--- src/serial_port_map.svh ---
// Constants for the dual mode serial control port.
// Assumes inclusion by serial_port_pkg, the register store, the port module and the bench.
`ifndef SERIAL_PORT_MAP_SVH
`define SERIAL_PORT_MAP_SVH

`define SLV_ADDR_HI        5'h11
`define READ_START_ADDR    7'h09
`define READ_LAST_ADDR     7'h0a
`define NUM_CTRL_REGS      11
`define CTRL_ADDR_W        7
`define GEN_CALL_ADDR      7'h00
`define CLK_PERIOD_PS      25000
`define RESET_MIN_CLOCKS   40

`endif

--- src/serial_port_pkg.sv ---
// Types shared by the serial control port and its register store.
// Assumes the constants header sits in the same folder.
`include "serial_port_map.svh"

package serial_port_pkg;

    typedef logic [`CTRL_ADDR_W-1:0] reg_addr_t;

    typedef struct packed {
        logic      we;
        reg_addr_t addr;
        logic [7:0] data;
    } reg_wr_t;

    typedef struct packed {
        logic scl_or_sck;
        logic sda_or_si;
        logic cs_n_or_sa;
    } link_pins_t;

    typedef enum logic [2:0] {
        ST_IDLE  = 3'b000,
        ST_ADDR  = 3'b001,
        ST_ACK   = 3'b010,
        ST_WDATA = 3'b011,
        ST_RDATA = 3'b100,
        ST_RACK  = 3'b101,
        ST_SKIP  = 3'b110
    } twi_state_t;

endpackage : serial_port_pkg

--- src/ctrl_reg_store.sv ---
// Control register store, 11 bytes, with registered read data.
// Assumes one write port and one read port on the system clock.
`timescale 1ns/1ps
`default_nettype none
`include "serial_port_map.svh"

module ctrl_reg_store
    import serial_port_pkg::*;
(
    // Clock and reset
    input  wire logic                   clk_i,
    input  wire logic                   rst_n_i,
    // Write side
    input  wire serial_port_pkg::reg_wr_t wr_i,
    // Read side
    input  wire serial_port_pkg::reg_addr_t rd_addr_i,
    output logic [7:0]                  rd_data_o,
    // Flat view of all registers
    output logic [8*`NUM_CTRL_REGS-1:0] regs_o
);
    logic [7:0] mem_ff [`NUM_CTRL_REGS];

    genvar g;
    generate
        for (g = 0; g < `NUM_CTRL_REGS; g++) begin : g_reg
            always_ff @(posedge clk_i or negedge rst_n_i) begin
                if (!rst_n_i) begin
                    mem_ff[g] <= 8'h00;
                end else if (wr_i.we && wr_i.addr == 7'(g)) begin
                    mem_ff[g] <= wr_i.data;
                end
            end
            assign regs_o[8*g +: 8] = mem_ff[g];
        end
    endgenerate

    // Out of range reads return zero
    always_ff @(posedge clk_i or negedge rst_n_i) begin
        if (!rst_n_i) begin
            rd_data_o <= 8'h00;
        end else if (rd_addr_i < 7'(`NUM_CTRL_REGS)) begin
            rd_data_o <= mem_ff[rd_addr_i[3:0]];
        end else begin
            rd_data_o <= 8'h00;
        end
    end

endmodule : ctrl_reg_store
`default_nettype wire

--- src/serial_ctrl_port.sv ---
// Dual mode serial control port: two-wire slave or chip-select serial port.
// Assumes link pins are asynchronous to clk_i and link clock is far below clk_i.
`timescale 1ns/1ps
`default_nettype none
`include "serial_port_map.svh"

module serial_ctrl_port
    import serial_port_pkg::*;
(
    // Clock and reset
    input  wire logic                   clk_i,
    input  wire logic                   rst_n_i,
    // Mode and shared pins
    input  wire logic                   serial_mode_select_i,
    input  wire serial_port_pkg::link_pins_t pins_i,
    // Two-wire data pin driver (open drain: enable pulls low)
    output logic                        sda_o,
    output logic                        sda_oe_o,
    // Chip-select serial data output
    output logic                        sdo_o,
    output logic                        sdo_oe_o,
    // Control register contents
    output logic [8*`NUM_CTRL_REGS-1:0] ctrl_regs_o
);
    import serial_port_pkg::*;

    link_pins_t  s1_ff, s2_ff, s3_ff;
    reg_wr_t     nxt_wr;
    reg_wr_t     wr_ff;
    reg_addr_t   addr_ff;
    logic [7:0]  rd_data;
    logic [7:0]  shift_ff;
    logic [7:0]  tx_ff;
    logic [3:0]  bit_ff;
    logic        first_ff;
    logic        rd_dir_ff;
    logic        load_tx_ff;
    logic        load_tx2_ff;
    twi_state_t  state_ff;
    logic        mode_ff;

    // Two flip-flops before any logic, third stage for edge detection
    always_ff @(posedge clk_i or negedge rst_n_i) begin
        if (!rst_n_i) begin
            s1_ff <= '1;
            s2_ff <= '1;
            s3_ff <= '1;
        end else begin
            s1_ff <= pins_i;
            s2_ff <= s1_ff;
            s3_ff <= s2_ff;
        end
    end

    // Mode pin is a level; pull-up makes chip-select the safe default
    logic mode_s1_ff;
    always_ff @(posedge clk_i or negedge rst_n_i) begin
        if (!rst_n_i) begin
            mode_s1_ff <= 1'b1;
            mode_ff    <= 1'b1;
        end else begin
            mode_s1_ff <= serial_mode_select_i;
            mode_ff    <= mode_s1_ff;
        end
    end

    wire clk_rise = s2_ff.scl_or_sck & ~s3_ff.scl_or_sck;
    wire clk_fall = ~s2_ff.scl_or_sck & s3_ff.scl_or_sck;
    wire din      = s2_ff.sda_or_si;
    wire cs_act   = mode_ff & ~s2_ff.cs_n_or_sa;
    wire start_c  = ~mode_ff & s2_ff.scl_or_sck & s3_ff.sda_or_si & ~din;
    wire stop_c   = ~mode_ff & s2_ff.scl_or_sck & ~s3_ff.sda_or_si & din;
    wire [7:0] shifted = {shift_ff[6:0], din};

    ctrl_reg_store u_store (
        .clk_i     (clk_i),
        .rst_n_i   (rst_n_i),
        .wr_i      (wr_ff),
        .rd_addr_i (addr_ff),
        .rd_data_o (rd_data),
        .regs_o    (ctrl_regs_o)
    );

    // Port state for both modes; two-wire side is slave only, never drives the clock line
    always_ff @(posedge clk_i or negedge rst_n_i) begin
        if (!rst_n_i) begin
            state_ff   <= ST_IDLE;
            shift_ff   <= 8'h00;
            bit_ff     <= 4'h0;
            first_ff   <= 1'b0;
            rd_dir_ff  <= 1'b0;
            addr_ff    <= '0;
            wr_ff      <= '0;
            load_tx_ff <= 1'b0;
            sda_oe_o   <= 1'b0;
            tx_ff      <= 8'h00;
            load_tx2_ff <= 1'b0;
        end else begin
            wr_ff      <= nxt_wr;
            load_tx_ff <= 1'b0;
            // Store read data is registered: wait one more cycle for it
            load_tx2_ff <= load_tx_ff;
            if (wr_ff.we) begin
                addr_ff <= addr_ff + 7'h01;
            end
            if (load_tx2_ff) begin
                tx_ff <= rd_data;
            end
            if (mode_ff) begin
                sda_oe_o <= 1'b0;
                state_ff <= ST_IDLE;
                if (!cs_act) begin
                    bit_ff   <= 4'h0;
                    first_ff <= 1'b1;
                end else if (clk_rise) begin
                    shift_ff <= shifted;
                    bit_ff   <= (bit_ff == 4'h7) ? 4'h0 : bit_ff + 4'h1;
                    if (bit_ff == 4'h7 && first_ff) begin
                        first_ff  <= 1'b0;
                        rd_dir_ff <= shifted[7];
                        addr_ff   <= shifted[6:0];
                        load_tx_ff <= shifted[7];
                    end else if (bit_ff == 4'h7 && rd_dir_ff) begin
                        addr_ff    <= addr_ff + 7'h01;
                        load_tx_ff <= 1'b1;
                    end
                // Fall before a byte's first rise shows the freshly loaded MSB
                end else if (clk_fall && rd_dir_ff && !first_ff && bit_ff != 4'h0) begin
                    tx_ff <= {tx_ff[6:0], 1'b0};
                end
            end else if (start_c) begin
                state_ff <= ST_ADDR;
                bit_ff   <= 4'h0;
                sda_oe_o <= 1'b0;
            end else if (stop_c) begin
                state_ff <= ST_IDLE;
                sda_oe_o <= 1'b0;
            end else if (clk_rise) begin
                case (state_ff)
                    ST_ADDR, ST_WDATA: begin
                        shift_ff <= shifted;
                        bit_ff   <= bit_ff + 4'h1;
                    end
                    ST_RACK: begin
                        // Master NACK ends the read
                        state_ff <= din ? ST_SKIP : ST_RDATA;
                        addr_ff  <= addr_ff + 7'h01;
                        load_tx_ff <= ~din;
                    end
                    default: begin
                    end
                endcase
            end else if (clk_fall) begin
                case (state_ff)
                    ST_ADDR: begin
                        if (bit_ff == 4'h8) begin
                            bit_ff <= 4'h0;
                            if (shift_ff[7:3] == `SLV_ADDR_HI && shift_ff[2] == s2_ff.cs_n_or_sa
                                && shift_ff[1] == 1'b0 && shift_ff[7:1] != `GEN_CALL_ADDR) begin
                                sda_oe_o  <= 1'b1;
                                rd_dir_ff <= shift_ff[0];
                                first_ff  <= 1'b1;
                                state_ff  <= ST_ACK;
                                if (shift_ff[0]) begin
                                    addr_ff    <= `READ_START_ADDR;
                                    load_tx_ff <= 1'b1;
                                end
                            end else begin
                                state_ff <= ST_SKIP;
                            end
                        end
                    end
                    ST_WDATA: begin
                        if (bit_ff == 4'h8) begin
                            bit_ff   <= 4'h0;
                            sda_oe_o <= 1'b1;
                            state_ff <= ST_ACK;
                            if (first_ff) begin
                                addr_ff  <= shift_ff[6:0];
                                first_ff <= 1'b0;
                            end
                        end
                    end
                    ST_ACK: begin
                        sda_oe_o <= rd_dir_ff & ~tx_ff[7];
                        // Read has put out its MSB here; write counts from zero
                        bit_ff   <= rd_dir_ff ? 4'h1 : 4'h0;
                        state_ff <= rd_dir_ff ? ST_RDATA : ST_WDATA;
                    end
                    ST_RDATA: begin
                        if (bit_ff == 4'h8) begin
                            sda_oe_o <= 1'b0;
                            bit_ff   <= 4'h0;
                            state_ff <= ST_RACK;
                        end else begin
                            sda_oe_o <= ~tx_ff[7 - bit_ff[2:0]];
                            bit_ff   <= bit_ff + 4'h1;
                        end
                    end
                    ST_RACK: begin
                        sda_oe_o <= ~tx_ff[7];
                        bit_ff   <= 4'h1;
                    end
                    default: begin
                        sda_oe_o <= 1'b0;
                    end
                endcase
            end
        end
    end

    // Register write strobe, one cycle per completed data byte
    always_comb begin
        nxt_wr      = '0;
        nxt_wr.addr = addr_ff;
        nxt_wr.data = shift_ff;
        if (mode_ff) begin
            nxt_wr.data = shifted;
            nxt_wr.we   = cs_act & clk_rise & (bit_ff == 4'h7)
                          & ~first_ff & ~rd_dir_ff;
        end else begin
            nxt_wr.we = ~start_c & ~stop_c & clk_fall & (state_ff == ST_WDATA)
                        & (bit_ff == 4'h8) & ~first_ff;
        end
    end

    assign sda_o    = 1'b0;
    assign sdo_o    = tx_ff[7];
    assign sdo_oe_o = cs_act;

    a_sdo_hiz_twi: assert property (@(posedge clk_i) disable iff (!rst_n_i)
        !mode_ff |-> !sdo_oe_o) else $error("Serial output driven in two-wire mode");
    a_no_wr_read: assert property (@(posedge clk_i) disable iff (!rst_n_i)
        (mode_ff && rd_dir_ff && !first_ff) |=> !wr_ff.we) else $error("Write in read");
    a_rd_start_id: assert property (@(posedge clk_i) disable iff (!rst_n_i)
        (!mode_ff && state_ff == ST_ADDR && clk_fall && bit_ff == 4'h8 && shift_ff[0]
         && sda_oe_o == 1'b0 && $past(1'b1)) ##1 (state_ff == ST_ACK) |-> addr_ff == 7'h09)
        else $error("Read did not start at 09H");
    a_gen_call_nack: assert property (@(posedge clk_i) disable iff (!rst_n_i)
        (!mode_ff && state_ff == ST_ADDR && clk_fall && bit_ff == 4'h8
         && shift_ff[7:1] == 7'h00 && !start_c && !stop_c) |=> state_ff == ST_SKIP)
        else $error("General call acknowledged");
    a_addr_incr: assert property (@(posedge clk_i) disable iff (!rst_n_i)
        (wr_ff.we && !load_tx_ff && !(mode_ff && cs_act && clk_rise && bit_ff == 4'h7))
        |=> addr_ff == $past(addr_ff) + 7'h01) else $error("Address not incremented");
    a_cs_idle_quiet: assert property (@(posedge clk_i) disable iff (!rst_n_i)
        (mode_ff && !cs_act) |=> !wr_ff.we) else $error("Write without chip select");
    a_cmd_decode: assert property (@(posedge clk_i) disable iff (!rst_n_i)
        (cs_act && clk_rise && bit_ff == 4'h7 && first_ff) |=>
        (addr_ff == $past(shifted[6:0]) && rd_dir_ff == $past(shifted[7])))
        else $error("Command byte misdecoded");
    a_ack_wrong_addr: assert property (@(posedge clk_i) disable iff (!rst_n_i)
        (!mode_ff && state_ff == ST_ADDR && clk_fall && bit_ff == 4'h8 && !start_c && !stop_c
         && shift_ff[7:3] != 5'h11) |=> !sda_oe_o) else $error("Foreign address acked");
    // Slave only: the line is pulled low just for acknowledge or read data
    a_twi_slave_only: assert property (@(posedge clk_i) disable iff (!rst_n_i)
        sda_oe_o |-> (sda_o == 1'b0 && (state_ff == ST_ACK || state_ff == ST_RDATA)))
        else $error("Data line driven outside acknowledge or read");

endmodule : serial_ctrl_port
`default_nettype wire

--- config.mk ---
export PLATFORM = sky130hd
export DESIGN_NAME = serial_ctrl_port
export DESIGN_NICKNAME = d
export VERILOG_FILES = /design/src/serial_port_pkg.sv /design/src/ctrl_reg_store.sv /design/src/serial_ctrl_port.sv
export VERILOG_INCLUDE_DIRS = /design/src
export SDC_FILE = /design/constraint.sdc
export NUM_CORES = 1
export LEC_CHECK = 0
export ABC_CLOCK_PERIOD_IN_PS = 6300
export BUFFER_PORTS_ARGS = -buffer_cell sky130_fd_sc_hd__buf_2
export CORE_MARGIN = 3
export CORE_UTILIZATION = 37
export CTS_BUF_LIST = sky130_fd_sc_hd__clkbuf_16
export DETAILED_ROUTE_END_ITERATION = 16
export PLACE_DENSITY_LB_ADDON = 0.3
export SYNTH_ARGS = -nofsm -noshare
export SYNTH_HDL_FRONTEND = slang
export SYNTH_HIERARCHICAL = 1
export SYNTH_SLANG_ARGS = --single-unit
--- constraint.sdc ---
create_clock -name clk_i -period 6.3 [get_ports clk_i]
set_input_delay 0.315 -clock clk_i [delete_from_list [all_inputs] [get_ports clk_i]]
set_output_delay 0.315 -clock clk_i [all_outputs]
set_load 0.05 [all_outputs]
* After elaboration in Yosys (flattened, before gate mapping)
Index checks and enable logic that the tools add are counted.
Storage, ports and cells: bits in registers 157, latch bits 0, memory bits (writable) 0, ROM bits 0, bits of input ports 6, word-level logic and storage cells 263, memories 0
Cells by class: add/sub/neg operators 3, multipliers 0, divide/modulo/power cells 0, $lt $le $gt $ge 3, equal/unequal tests 42, shifts and indexed selects 0, multiplexer cells 108, bitwise gates (word level) 32, reduce and logical (&&, ||, !) cells 40
Operators by type and width (number):
- 2-to-1 mux 8 bit | 16
- 2-to-1 mux 7 bit | 16
- 2-to-1 mux 1 bit | 46
- 2-to-1 mux 4 bit | 11
- 2-to-1 mux 3 bit | 11
- binary-select mux 8 bit (select 4 bit) | 1
- less-than comparator 32 x 4 -> 1 bit (second input constant) | 1
- equality test 7 x 3 -> 1 bit (second input constant) | 4
- equality test 7 x 4 -> 1 bit (second input constant) | 3
- AND reduction 10 bit | 2
- logical AND 1 bit | 19
- bitwise AND 1 bit | 18
- != test 6 bit (second input constant) | 3
- case mux 4 bit (4 select lines) | 1
- != test 3 bit (second input constant) | 5
- != test 5 bit (second input constant) | 3
- equality test 7 x 2 -> 1 bit (second input constant) | 2
- case mux 7 bit (2 select lines) | 1
- inverter 1 bit | 13
- case mux 3 bit (4 select lines) | 1
- AND reduction 6 bit | 2
- nonzero test 4 bit | 3
- AND reduction 5 bit | 2
- nonzero test 2 bit | 5
- 33 further kinds | 39

* Logic depth before layout (Yosys ltp)
Gate-level depths: netlist (run 1).
depth after elaboration 12, mapped depth 10, mapped depth without buffers 8

* Hierarchy
Netlist (run 1), hierarchy kept.
Modules (own cells, without submodules):
- ctrl_reg_store | instances 1, cells each 310, area each 4355.4 µm²
- serial_ctrl_port | instances 1, cells each 351, area each 3435.8 µm²

* Worst setup path before layout (run 1)
Ideal clock, no wire load.
path type flip-flop to flip-flop, from register bit_ff[0], to register addr_ff[5], arrival 2.059 ns, required time 6.162 ns, setup slack 4.102 ns, stages on the path, launching flop included 11, clock period less this slack 2.198 ns, cell sequence dfrtp_1 > buf_2 > inv_1 > ha_1 > nand3b_1 > or3_1 > buf_2 > nor4b_4 > nor2_2 > a221oi_2 > a22oi_1
Between the ends: cells in the longest elaborated chain, start to end 8
Ends and longest elaborated chain:
- start: declaration | RTL line serial_ctrl_port.sv:34 | logic [3:0] bit_ff;
- start signal: assignment | RTL line serial_ctrl_port.sv:117 | bit_ff <= (bit_ff == 4'h7) ? 4'h0 : bit_ff + 4'h1;
- start signal: assignment | RTL line serial_ctrl_port.sv:142 | bit_ff <= bit_ff + 4'h1;
- start signal: assignment | RTL line serial_ctrl_port.sv:187 | bit_ff <= rd_dir_ff ? 4'h1 : 4'h0;
- equality test 4 bit | RTL line serial_ctrl_port.sv:156, serial_ctrl_port.sv:174
- 2-to-1 mux 7 bit, on equally long branches | RTL line serial_ctrl_port.sv:174, serial_ctrl_port.sv:156
- case mux 7 bit (2 select lines) | RTL line serial_ctrl_port.sv:154 | case (state_ff)
- 2-to-1 mux 7 bit | RTL line serial_ctrl_port.sv:153 | end else if (clk_fall) begin
- 2-to-1 mux 7 bit | RTL line serial_ctrl_port.sv:138 | end else if (clk_rise) begin
- 2-to-1 mux 7 bit | RTL line serial_ctrl_port.sv:135 | end else if (stop_c) begin
- 2-to-1 mux 7 bit | RTL line serial_ctrl_port.sv:131 | end else if (start_c) begin
- 2-to-1 mux 7 bit * | RTL line serial_ctrl_port.sv:109 | if (mode_ff) begin
- end signal: assignment | RTL line serial_ctrl_port.sv:104 | addr_ff <= addr_ff + 7'h01;
- end signal: assignment | RTL line serial_ctrl_port.sv:121 | addr_ff <= shifted[6:0];
- end signal: assignment | RTL line serial_ctrl_port.sv:147 | addr_ff <= addr_ff + 7'h01;
- end: declaration | RTL line serial_ctrl_port.sv:30 | reg_addr_t addr_ff;
Mark *: on every way between the ends. The rest lies on a longest branch, timed or not. A chain may end at the register's enable or synchronous reset.

* Worst setup path in the final report (run 1)
from register mode_ff, to output sdo_oe_o
Between the ends: cells in the longest elaborated chain, start to end 1
Ends and longest elaborated chain:
- start: declaration | RTL line serial_ctrl_port.sv:40 | logic mode_ff;
- start signal: assignment | RTL line serial_ctrl_port.sv:63 | mode_ff <= mode_s1_ff;
- bitwise AND 1 bit | RTL line serial_ctrl_port.sv:70 | wire cs_act = mode_ff & ~s2_ff.cs_n_or_sa;
- end: declaration | RTL line serial_ctrl_port.sv:21 | output logic sdo_oe_o,
Every way passes these cells.

==> flow_summary.yaml, run 1 <==
placed_design:
  port_buffers: 96
  place_hpwl_mm: 13.9
  routabilityCongestion: 0.842
  dpl_worst_slack_ps: 3900
  post_place_cell_area_sq_um: 8450
drt:
  drt_first_iter_violations: 424
  vias_per_cell: 5.47
  via_count: 5592
  detail_route.drc_violations: 0
  ant_nets: 0
  wirelength_mm: 20.1
  detailedRoute.firstPassIterationCount: 5
  wl_per_cell_um: 19.6
clock_tree:
  cts-resized-gates: 0
  number_of_buffers_created_by_cts: 17
  worst_skew_pair_later_pin_latency_ps: 430
  h_tree_lvls: 4
  clock_tree.root_cell: "clkbuf_16"
  cts_setup_buffers: 0
  cts.sink_count: 157
  worst_setup_hold_path_clk_slew_ps: 60
  buffers_from_clock_root_to_sink_at_most: 2
  tritoncts: "done"
  ctsHoldBuffers: 5
timing:
  setup_viol: 0
  rsz_0062_raised_after_global_routing: "false"
  worstMarginPinSlew_ps: 930
  finalMaxSlewViolations: 0
  setup_total_negative_slack_ps: 0
  final-hold-violation-count: 0
  timing.final.ws_setup_ps: 3850
  hold_ws_ps: 355
  max_slew_margin_pct: 38.0
  post-route-min-period_ps: 2450
  finalCritPeriodShare_pct: 38.9
  clock-skew-final_ps: 13.3
  max_freq_ghz: 0.408
pwr:
  p_sw_share_pct: 32.0
  comb_power_share_pct: 14.8
  power.static_leakage_nw: 4.43
  total_power_divided_by_cell_area_nw_per_um2: 292
  internal_power_mw: 1.80
  part_of_the_total_power_dissipated_in_sequential_elements_pct: 47.8
  clock_power_share_pct: 37.4
  netSwitchingPower_uw: 845
  ir_drop_mv: 0.162
logic_synthesis:
  synth_cell_types: 73
  async_flop_share_pct: 100
  synthesis.instances: 661
  synth_top_flop_cell: "dfrtp_1"
  synth_edf_count: 0
  syn-mean-instance-area_sq_um: 11.8
  synthMostInstantiatedCell: "dfrtp_1"
  synth_area_sq_um: 7790
  post-synth-top-area-cell: "dfrtp_1"
  synth_warnings: 6
  synth_top_cells_by_count: "dfrtp_1, mux2_2, nor2_1"
  ys_seq_elements: 157
  post_synth_top_area_share_pct: 47.2
  synth.area.top_cells: "dfrtp_1, mux2_2, mux2i_1, mux4_2, dfstp_2"
  ys_seq_area_share_pct: 50.6
  synth.net_count: 670
floorplanning:
  placeableCoreArea_sq_um: 20400
  dieHeight_um: 151
  ioPinCount: 98
  core.rowCount: 52
  die_area_sq_um: 22800
  initial_utilization_pct: 38.1
  horizontal_extent_of_the_die_um: 151
final_layout:
  final_design_area_no_fill_sq_um: 9060
  drive_above_1_share_pct: 36.8
  fillCellCount: 1942
  multi_input_comb_area_sq_um: 3620
  synthToLayoutAreaGrowth_pct: 16.3
  sequential_cell_area_sq_um: 3940
  num_antenna_cells: 0
  nNetsFinal: 750
critical_path:
  critical_path_class: "flop to output port"
  worst_ep_required_time_ps: 5980
  worstSetupStartpoint: "mode_ff"
  rrSetupSlack_ps: 3860
  crit_path_end_kind: "output port"
  worstReg2RegStart: "bit_ff[0]"
  critPathArrivalTime_ps: 2140
  critical_path.max_fanout: 36
  r2r_cells: 8
  timing.critical_path.from_type: "flop"
  timing.critical_path.to: "sdo_oe_o"
  worst_r2r_endpoint: "addr_ff[5]"
grt:
  global_route.usage.total_pct: 18.1
  grt_max_degree: 83
  grt_antenna_before_repair: 0
  grt_pass1_wl_mm: 31.7
  first_global_vias: 5472
  grt-ovfl-total: 0
run_status:
  status: "finished, final reports clean"
worst_hold_path:
  worst_hold_path_type: "flop to flop"
  holdPathStages: 0
job:
  drv_cap: 0
-- metrics by stage --
stage	util [%]	total power, mW	std cells
3_3_place_gp	41.4	1.67	987
6_report	44.3	2.64	1023
5_1_grt	44.3	2.77	1023
4_1_cts	44.3	2.66	1023
2_1_floorplan	-	1.51	661
3_5_place_dp	41.4	1.67	987
-- per-layer routing --
layer / up-vias / track usage [%] / share of wire, %
met5: - / 0 / 0
met1: 2844 / 26.5 / 46
met4: 0 / 4.81 / 1.4
met3: 25 / 4.10 / 6.0
li1: 2553 / - / -
met2: 170 / 27.2 / 47
-- registers in the layout, summed over array words and instances, names as in the netlist --
name               flops
state_ff               3
load_tx2_ff            1
s2_ff                  2
addr_ff                7
shift_ff               8
rd_dir_ff              1
u_store/regs_o        88
din                    1
first_ff               1
sda_oe_o               1
s1_ff                  3
tx_ff                  8
wr_ff                 16
mode_ff                1
mode_s1_ff             1
bit_ff                 4
s3_ff                  2
load_tx_ff             1
u_store/rd_data_o      8
-- layout by cell type (no fill, tap or decap), types with 9 or more instances in the layout --
cell	instances
dfrtp_1	147
mux2_2	106
buf_2	95
nor2_1	49
nand2_1	41
o21ai_0	31
a21oi_1	31
mux2i_1	31
clkbuf_16	17
nand3_1	15
mux4_2	12
inv_1	10
dfstp_2	10
xor2_1	9
-- layout make-up --
| type | count | area share [%] |
|---|---|---|
| clock buffer | 17 | 4.70 |
| inverter | 9 | 0.373 |
| clock inverter | 14 | 1.49 |
| tap | 270 | 3.73 |
| timing repair buffer | 105 | 6.26 |
| sequential | 157 | 43.5 |
| multi-input combinational | 451 | 40.0 |
-- power groups by stage --
stage,logic (mW),registers (mW),clock network [mW]
after floorplan,0.348,1.17,0
after global placement,0.393,1.28,0
after detailed placement,0.390,1.28,0
after CTS,0.395,1.26,1.01
after global routing,0.435,1.28,1.05
final,0.391,1.26,0.989
-- worst max-delay path: stages, from the launching register on --
cell and delay (ps):
dfstp_2 950, nand2b_1 300, inv_1 160, buf_2 290
-- cell families after synthesis --
family | Yosys count | share of synthesized area, %
fa+ha+maj | 3 | 0.482
flops | 157 | 50.6
buf+inv | 53 | 2.95
mux | 151 | 23.1
xor+xnor | 16 | 1.80
other cells | 1 | 0.0481
simple gates | 169 | 11.9
compound gates | 111 | 9.22
-- worst min-delay path by stage --
stage	slack, ps	from	to
after floorplan	20	rst_n_i	addr_ff[0]
after global placement	330	load_tx_ff	load_tx2_ff
after detailed placement	340	load_tx_ff	load_tx2_ff
after CTS	360	s1_ff[1]	din
after global routing	360	s1_ff[1]	din
final	350	s1_ff[1]	din
Note: power is estimated with default switching activity, not from simulation.
==> run 2: changes to the inputs <==
--- a/config.mk
+++ b/config.mk
@@ -6,7 +6,7 @@
 export SDC_FILE = /design/constraint.sdc
 export NUM_CORES = 1
 export LEC_CHECK = 0
-export ABC_CLOCK_PERIOD_IN_PS = 6300
+export ABC_CLOCK_PERIOD_IN_PS = 2530
 export BUFFER_PORTS_ARGS = -buffer_cell sky130_fd_sc_hd__buf_2
 export CORE_MARGIN = 3
 export CORE_UTILIZATION = 37
==> constraint.sdc (replaced) <==
create_clock -name clk_i -period 2.53 [get_ports clk_i]
set_input_delay 0.1265 -clock clk_i [delete_from_list [all_inputs] [get_ports clk_i]]
set_output_delay 0.1265 -clock clk_i [all_outputs]
set_load 0.05 [all_outputs]
==> run 2 against run 1 <==
  * Via count up 1.2%
  * Critical path type is now flop to flop
  * Non-clock buffer count up 15
  * Highest routed layer unchanged
  * Critical path depth up 5
  * Clock power up 150%
==> flow_summary.yaml, run 2 (synthesis gave the netlist of run 1 again) <==
final_layout:
  final_cell_mix: "dfrtp_1, mux2_2, buf_2"
  nNetsFinal: 765
  largest_reg_flops: 88
  fillCellCount: 1923
  post_layout_utilization_of_the_core_pct: 45.0
  synthToLayoutAreaGrowth_pct: 18.1
  drive_above_1_share_pct: 37.8
  final_design_area_no_fill_sq_um: 9200
  layout.cells.most_common: "dfrtp_1"
  num_antenna_cells: 0
clock_tree:
  cts.sink_count: 157
  number_of_buffers_created_by_cts: 17
  h_tree_lvls: 4
  clock_tree.root_cell: "clkbuf_16"
  cts-resized-gates: 0
  worst_skew_pair_later_pin_latency_ps: 430
  worst_setup_hold_path_clk_slew_ps: 70
  tritoncts: "done"
  buffers_from_clock_root_to_sink_at_most: 2
floorplanning:
  die_area_sq_um: 22800
  dieHeight_um: 151
  core.rowCount: 52
  initial_utilization_pct: 38.1
  horizontal_extent_of_the_die_um: 151
  placeableCoreArea_sq_um: 20400
  ioPinCount: 98
placed_design:
  post_place_cell_area_sq_um: 8590
  routabilityCongestion: 0.885
  port_buffers: 96
  place_hpwl_mm: 14.4
worst_hold_path:
  worst_hold_path_type: "input pin to asynchronous set/reset pin"
timing:
  clock-skew-final_ps: 11.0
  worstMarginPinSlew_ps: 634
  finalCritPeriodShare_pct: 90.2
  final-hold-violation-count: 0
  hold_ws_ps: 275
  max_freq_ghz: 0.438
  max_slew_margin_pct: 57.7
  post-route-min-period_ps: 2280
  setup_total_negative_slack_ps: 0
  setup_viol: 0
  rsz_0062_raised_after_global_routing: "false"
  finalMaxSlewViolations: 0
run_status:
  status: "finished, final reports clean"
critical_path:
  critPathArrivalTime_ps: 2570
  rrSetupSlack_ps: 250
  worst_ep_required_time_ps: 2820
  worst_r2r_endpoint: "addr_ff[4]"
  r2r_cells: 8
  critical_path_class: "flop to flop"
  worstPathBufferInverterCount: 1
  cp_slowest_cell: "or3_1"
  critical_path.max_fanout: 6
  cp_num_cells: 8
  worstReg2RegStart: "bit_ff[1]"
  timing.critical_path.max_delay_family: "simple AND/OR/NAND/NOR gates"
  timing.critical_path.from_type: "flop"
  crit_path_end_kind: "flop"
  slowest_delay_ps: 490
  crit_path_cell_trace: "inv_1 -> ha_1 -> nand3b_1 -> or3_1 -> nor4b_4 -> o221ai_1 -> nand2_1 -> a22oi_1"
drt:
  wirelength_mm: 19.9
  wl_per_cell_um: 19.1
  detailedRoute.firstPassIterationCount: 5
  drt_first_iter_violations: 391
  via_count: 5659
  detail_route.drc_violations: 0
  ant_nets: 0
  vias_per_cell: 5.45
pwr:
  total_power_divided_by_cell_area_nw_per_um2: 717
  power.static_leakage_nw: 4.52
  p_total_mw: 6.59
  ir_drop_mv: 0.488
grt:
  grt_pass1_wl_mm: 31.5
  grt_max_degree: 66
  grt_antenna_before_repair: 0
  grt-ovfl-total: 0
  global_route.usage.total_pct: 17.9
  first_global_vias: 5505
job:
  drv_cap: 0
==> run 2: changes by cell type in the layout (fill, tap and decap cells not counted), sizes merged <==
cell / previous run / this run
buf: 100 / 115
inv: 17 / 15
clkinv: 1 / 7
clkinvlp: 4 / 1
==> run 2: per-layer routing <==
metal,part of all wire (%),vias to the layer above,global-route usage [%]
li1,-,2579,-
met1,46,2906,26.0
met2,48,157,27.5
met3,5.0,17,3.05
met4,1.2,0,5.39
met5,0,-,0
==> run 2: worst max-delay path by stage <==
stage	from	endpoint	slack (ps)
after global routing	bit_ff[1]	addr_ff[1]	30
after floorplan	bit_ff[0]	addr_ff[5]	330
after global placement	bit_ff[1]	addr_ff[4]	330
final	bit_ff[1]	addr_ff[4]	250
after CTS	bit_ff[1]	addr_ff[4]	270
after detailed placement	bit_ff[1]	addr_ff[5]	300
==> run 2: final cells by class <==
class	count	area [sq um]	share of cell area, %
Inverter	9	33.8	0.367
Sequential cell	157	3940	42.8
Clock buffer	17	425	4.62
Timing Repair Buffer	120	704	7.65
Multi-Input combinational cell	451	3620	39.3
Clock inverter	15	140	1.52
Tap cell	270	338	3.67
==> run 2: per-stage QoR <==
step                worst slack (ps)  instances
finish                           249       1039
global route                    30.6       1039
CTS                              267       1039
detailed placement               297       1002
global placement                 331       1002
floorplan                        332        661
==> run 2: worst reg2reg max path: cells and delay by family (launching register included) <==
family,cells,cell delay [ps]
simple gates,4,1150
buf+inv,1,90
fa+ha+maj,1,170
compound gates,2,310
flops,1,440
==> run 2: timing repair <==
action | CTS | global route
hold buffers | 5 | 0
hold endpoints to repair | 57 | 0
setup buffers | 0 | 0
endpoints found under the setup margin | 0 | 0
==> run 2: report_power, final <==
part / internal (mW) / leakage, nW / switching (mW)
Combinational: 0.460 / 2.15 / 0.576
Sequential: 2.69 / 2.09 / 0.433
Clock: 1.37 / 0.280 / 1.06
==> run 3: changes to the inputs <==
--- a/config.mk
+++ b/config.mk
@@ -8,6 +8,9 @@
 export LEC_CHECK = 0
 export ABC_CLOCK_PERIOD_IN_PS = 2530
 export BUFFER_PORTS_ARGS = -buffer_cell sky130_fd_sc_hd__buf_2
+export CAP_MARGIN = 5
+export CELL_PAD_IN_SITES_DETAIL_PLACEMENT = 1
+export CELL_PAD_IN_SITES_GLOBAL_PLACEMENT = 2
 export CORE_MARGIN = 3
 export CORE_UTILIZATION = 37
 export CTS_BUF_LIST = sky130_fd_sc_hd__clkbuf_16
@@ -15,5 +18,4 @@
 export PLACE_DENSITY_LB_ADDON = 0.3
 export SYNTH_ARGS = -nofsm -noshare
 export SYNTH_HDL_FRONTEND = slang
-export SYNTH_HIERARCHICAL = 1
 export SYNTH_SLANG_ARGS = --single-unit
==> run 3 against run 2 <==
  * Routed wire length is 23% higher
  * Synthesized cell count is 1.5% higher
  * Sequential power is 9.6% lower
  * Synthesized area is 1.7% higher
  * First-iteration DRC count is 9.5% lower
  * Sequential share of layout area is 1.1 points lower
  * Critical path depth is 1 lower
  * Register-to-register slack worse by 50 ps
  * Worst setup slack worse by 46 ps
  * Maximum frequency is 2.0% lower
  * Clock power is 3% higher
  * Design area is 2.6% higher
  * Critical endpoint is now bit_ff[0]
  * Largest cell class unchanged
  * Largest power group unchanged
==> flow_summary.yaml, run 3 <==
run_status:
  status: "finished, final reports clean"
drt:
  ant_nets: 0
  drt_first_iter_violations: 354
  wirelength_mm: 24.4
  via_count: 5989
  detailedRoute.firstPassIterationCount: 5
  vias_per_cell: 5.66
  detail_route.drc_violations: 0
  wl_per_cell_um: 23.0
timing:
  finalMaxSlewViolations: 0
  finalCritPeriodShare_pct: 92.0
  setup_viol: 0
  hold_ws_ps: 251
  post-route-min-period_ps: 2330
  worstMarginPinSlew_ps: 834
  rsz_0062_raised_after_global_routing: "false"
  max_slew_margin_pct: 43.8
  max_freq_ghz: 0.430
  setup_total_negative_slack_ps: 0
  final-hold-violation-count: 0
  clock-skew-final_ps: 13.3
final_layout:
  num_antenna_cells: 0
  nNetsFinal: 784
  post_layout_utilization_of_the_core_pct: 45.8
  largest_reg_flops: 88
  multi_input_comb_area_sq_um: 3760
  layoutNonFillerInstCount: 1058
  fillCellCount: 2219
  drive_above_1_share_pct: 37.9
  sequential_cell_area_sq_um: 3940
  synthToLayoutAreaGrowth_pct: 19.1
  final_design_area_no_fill_sq_um: 9440
  final_cell_mix: "dfrtp_1, mux2_2, buf_2"
  layout.cells.most_common: "dfrtp_1"
floorplanning:
  horizontal_extent_of_the_die_um: 152
  placeableCoreArea_sq_um: 20600
  ioPinCount: 98
  dieHeight_um: 152
  initial_utilization_pct: 38.4
  die_area_sq_um: 23200
  core.rowCount: 52
logic_synthesis:
  synth_warnings: 0
  syn-mean-instance-area_sq_um: 11.8
  synth.area.top_cells: "dfrtp_1, mux2_2, mux4_2, dfstp_2, mux2i_1"
  post-synth-top-area-cell: "dfrtp_1"
  post_synth_top_area_share_pct: 46.4
  synth_edf_count: 0
  ys_seq_area_share_pct: 49.7
  synth_cell_types: 73
  synth_top_cells_by_count: "dfrtp_1, mux2_2, nor2_1"
  synth_top_flop_cell: "dfrtp_1"
  ys_seq_elements: 157
  async_flop_share_pct: 100
  synthMostInstantiatedCell: "dfrtp_1"
  synth_area_sq_um: 7930
  synth.net_count: 680
  synthesis.instances: 671
placed_design:
  post_place_cell_area_sq_um: 8810
  routabilityCongestion: 0.854
  port_buffers: 96
  place_hpwl_mm: 17.6
  placedCellCount: 1021
pwr:
  power.static_leakage_nw: 4.47
  internal_power_mw: 4.08
  ir_drop_mv: 0.398
  part_of_the_total_power_dissipated_in_sequential_elements_pct: 48.6
  clock_power_share_pct: 43.6
  comb_power_share_pct: 7.8
  netSwitchingPower_mw: 1.71
  p_sw_share_pct: 29.5
  total_power_divided_by_cell_area_nw_per_um2: 613
critical_path:
  slowest_delay_ps: 490
  timing.critical_path.from_type: "flop"
  critPathArrivalTime_ps: 2630
  critical_path.max_fanout: 7
  cp_slowest_cell: "dfrtp_1"
  critical_path_class: "flop to flop"
  worstPathBufferInverterCount: 1
  worst_ep_required_time_ps: 2830
  crit_path_end_kind: "flop"
  crit_path_cell_trace: "inv_1 -> ha_1 -> nand3b_1 -> a21oi_1 -> o31ai_1 -> or2_2 -> mux2_2"
  timing.critical_path.max_delay_family: "compound AO/OA/AOI/OAI gates"
grt:
  grt_max_degree: 65
  grt_antenna_before_repair: 0
  grt-ovfl-total: 0
  first_global_vias: 6627
  global_route.usage.total_pct: 21.0
  grt_pass1_wl_mm: 38.5
clock_tree:
  tritoncts: "done"
  cts.sink_count: 157
  clock_tree.root_cell: "clkbuf_16"
  worst_skew_pair_later_pin_latency_ps: 430
  worst_setup_hold_path_clk_slew_ps: 70
  buffers_from_clock_root_to_sink_at_most: 2
  h_tree_lvls: 4
  number_of_buffers_created_by_cts: 17
job:
  drv_cap: 0
worst_hold_path:
  worst_hold_path_type: "input pin to asynchronous set/reset pin"
-- run 3: cell types whose count changed after synthesis, sizes merged, moves of 7 or more --
| cell | before | now |
|---|---|---|
| a211oi | 4 | 13 |
| nand2 | 41 | 22 |
| nand3 | 15 | 8 |
| o21a | 1 | 10 |
| o21ai | 31 | 14 |
| o31ai | 0 | 8 |
-- run 3: worst reg2reg max path, stage by stage, from the launching register on --
cell and delay [ps]:
dfrtp_1 490, inv_1 80, ha_1 270, nand3b_1 220
a21oi_1 110, o31ai_1 460, or2_2 250, mux2_2 340
-- run 3: power groups by stage --
| stage | clock network (mW) | registers (mW) | logic [mW] |
|---|---|---|---|
| 5_1_grt | 2.67 | 2.83 | 0.496 |
| 2_1_floorplan | 0 | 2.71 | 0.322 |
| 3_3_place_gp | 0 | 2.85 | 0.432 |
| 3_5_place_dp | 0 | 2.86 | 0.441 |
| 6_report | 2.52 | 2.82 | 0.451 |
| 4_1_cts | 2.56 | 2.81 | 0.451 |
-- run 3: cell families after synthesis --
logic type      after synthesis  synth area share [%]
buf+inv                      58                  2.94
fa+ha+maj                     4                 0.600
flops                       157                  49.7
other cells                   1                0.0473
mux                         145                  22.8
simple gates                171                  11.9
xor+xnor                     13                  1.44
compound gates              122                  10.6
-- run 3: path summary, 6_finish.rpt --
check                                     start                  to  slack [ps]  depth (start not counted)
min in group clk_i         serial_mode_select_i          mode_s1_ff         350                          2
min                                     rst_n_i            sda_oe_o         250                          2
max reg2reg                           bit_ff[0]           bit_ff[0]         200                          7
max in group asynchronous               rst_n_i  u_store.regs_o[56]        1310                          3
min reg2reg                            s1_ff[2]            s2_ff[2]         360                          0
max                                   bit_ff[0]           bit_ff[0]         200                          7
-- run 3: metal layers --
| layer | vias up | GRT usage [%] | wire [um] |
|---|---|---|---|
| li1 | 2673 | - | - |
| met1 | 3143 | 29.0 | 11000 |
| met2 | 140 | 34.8 | 12000 |
| met3 | 33 | 2.73 | 917 |
| met4 | 0 | 6.55 | 442 |
| met5 | - | 0 | 0 |
-- run 3: final cells by class --
cell class,count,area share (%)
repair buffers,129,8.18
flip-flops and latches,157,41.7
well taps,270,3.58
clock inverters,15,1.60
clock buffers,17,4.51
inverters,14,0.557
multi-input cells,456,39.8
-- run 3: through the flow --
stage | power (mW) | setup WS (ps)
finish | 5.79 | 203
global placement | 3.28 | 312
global route | 6.00 | 33.3
detailed placement | 3.30 | 248
CTS | 5.83 | 227
floorplan | 3.03 | 529
-- run 3: repair_timing --
item | CTS | global route
hold endpoints to repair | 64 | 0
hold buffers | 5 | 0
buffers inserted | 0 | 0
gates resized for setup | 0 | 1
setup endpoints to repair | 0 | 1
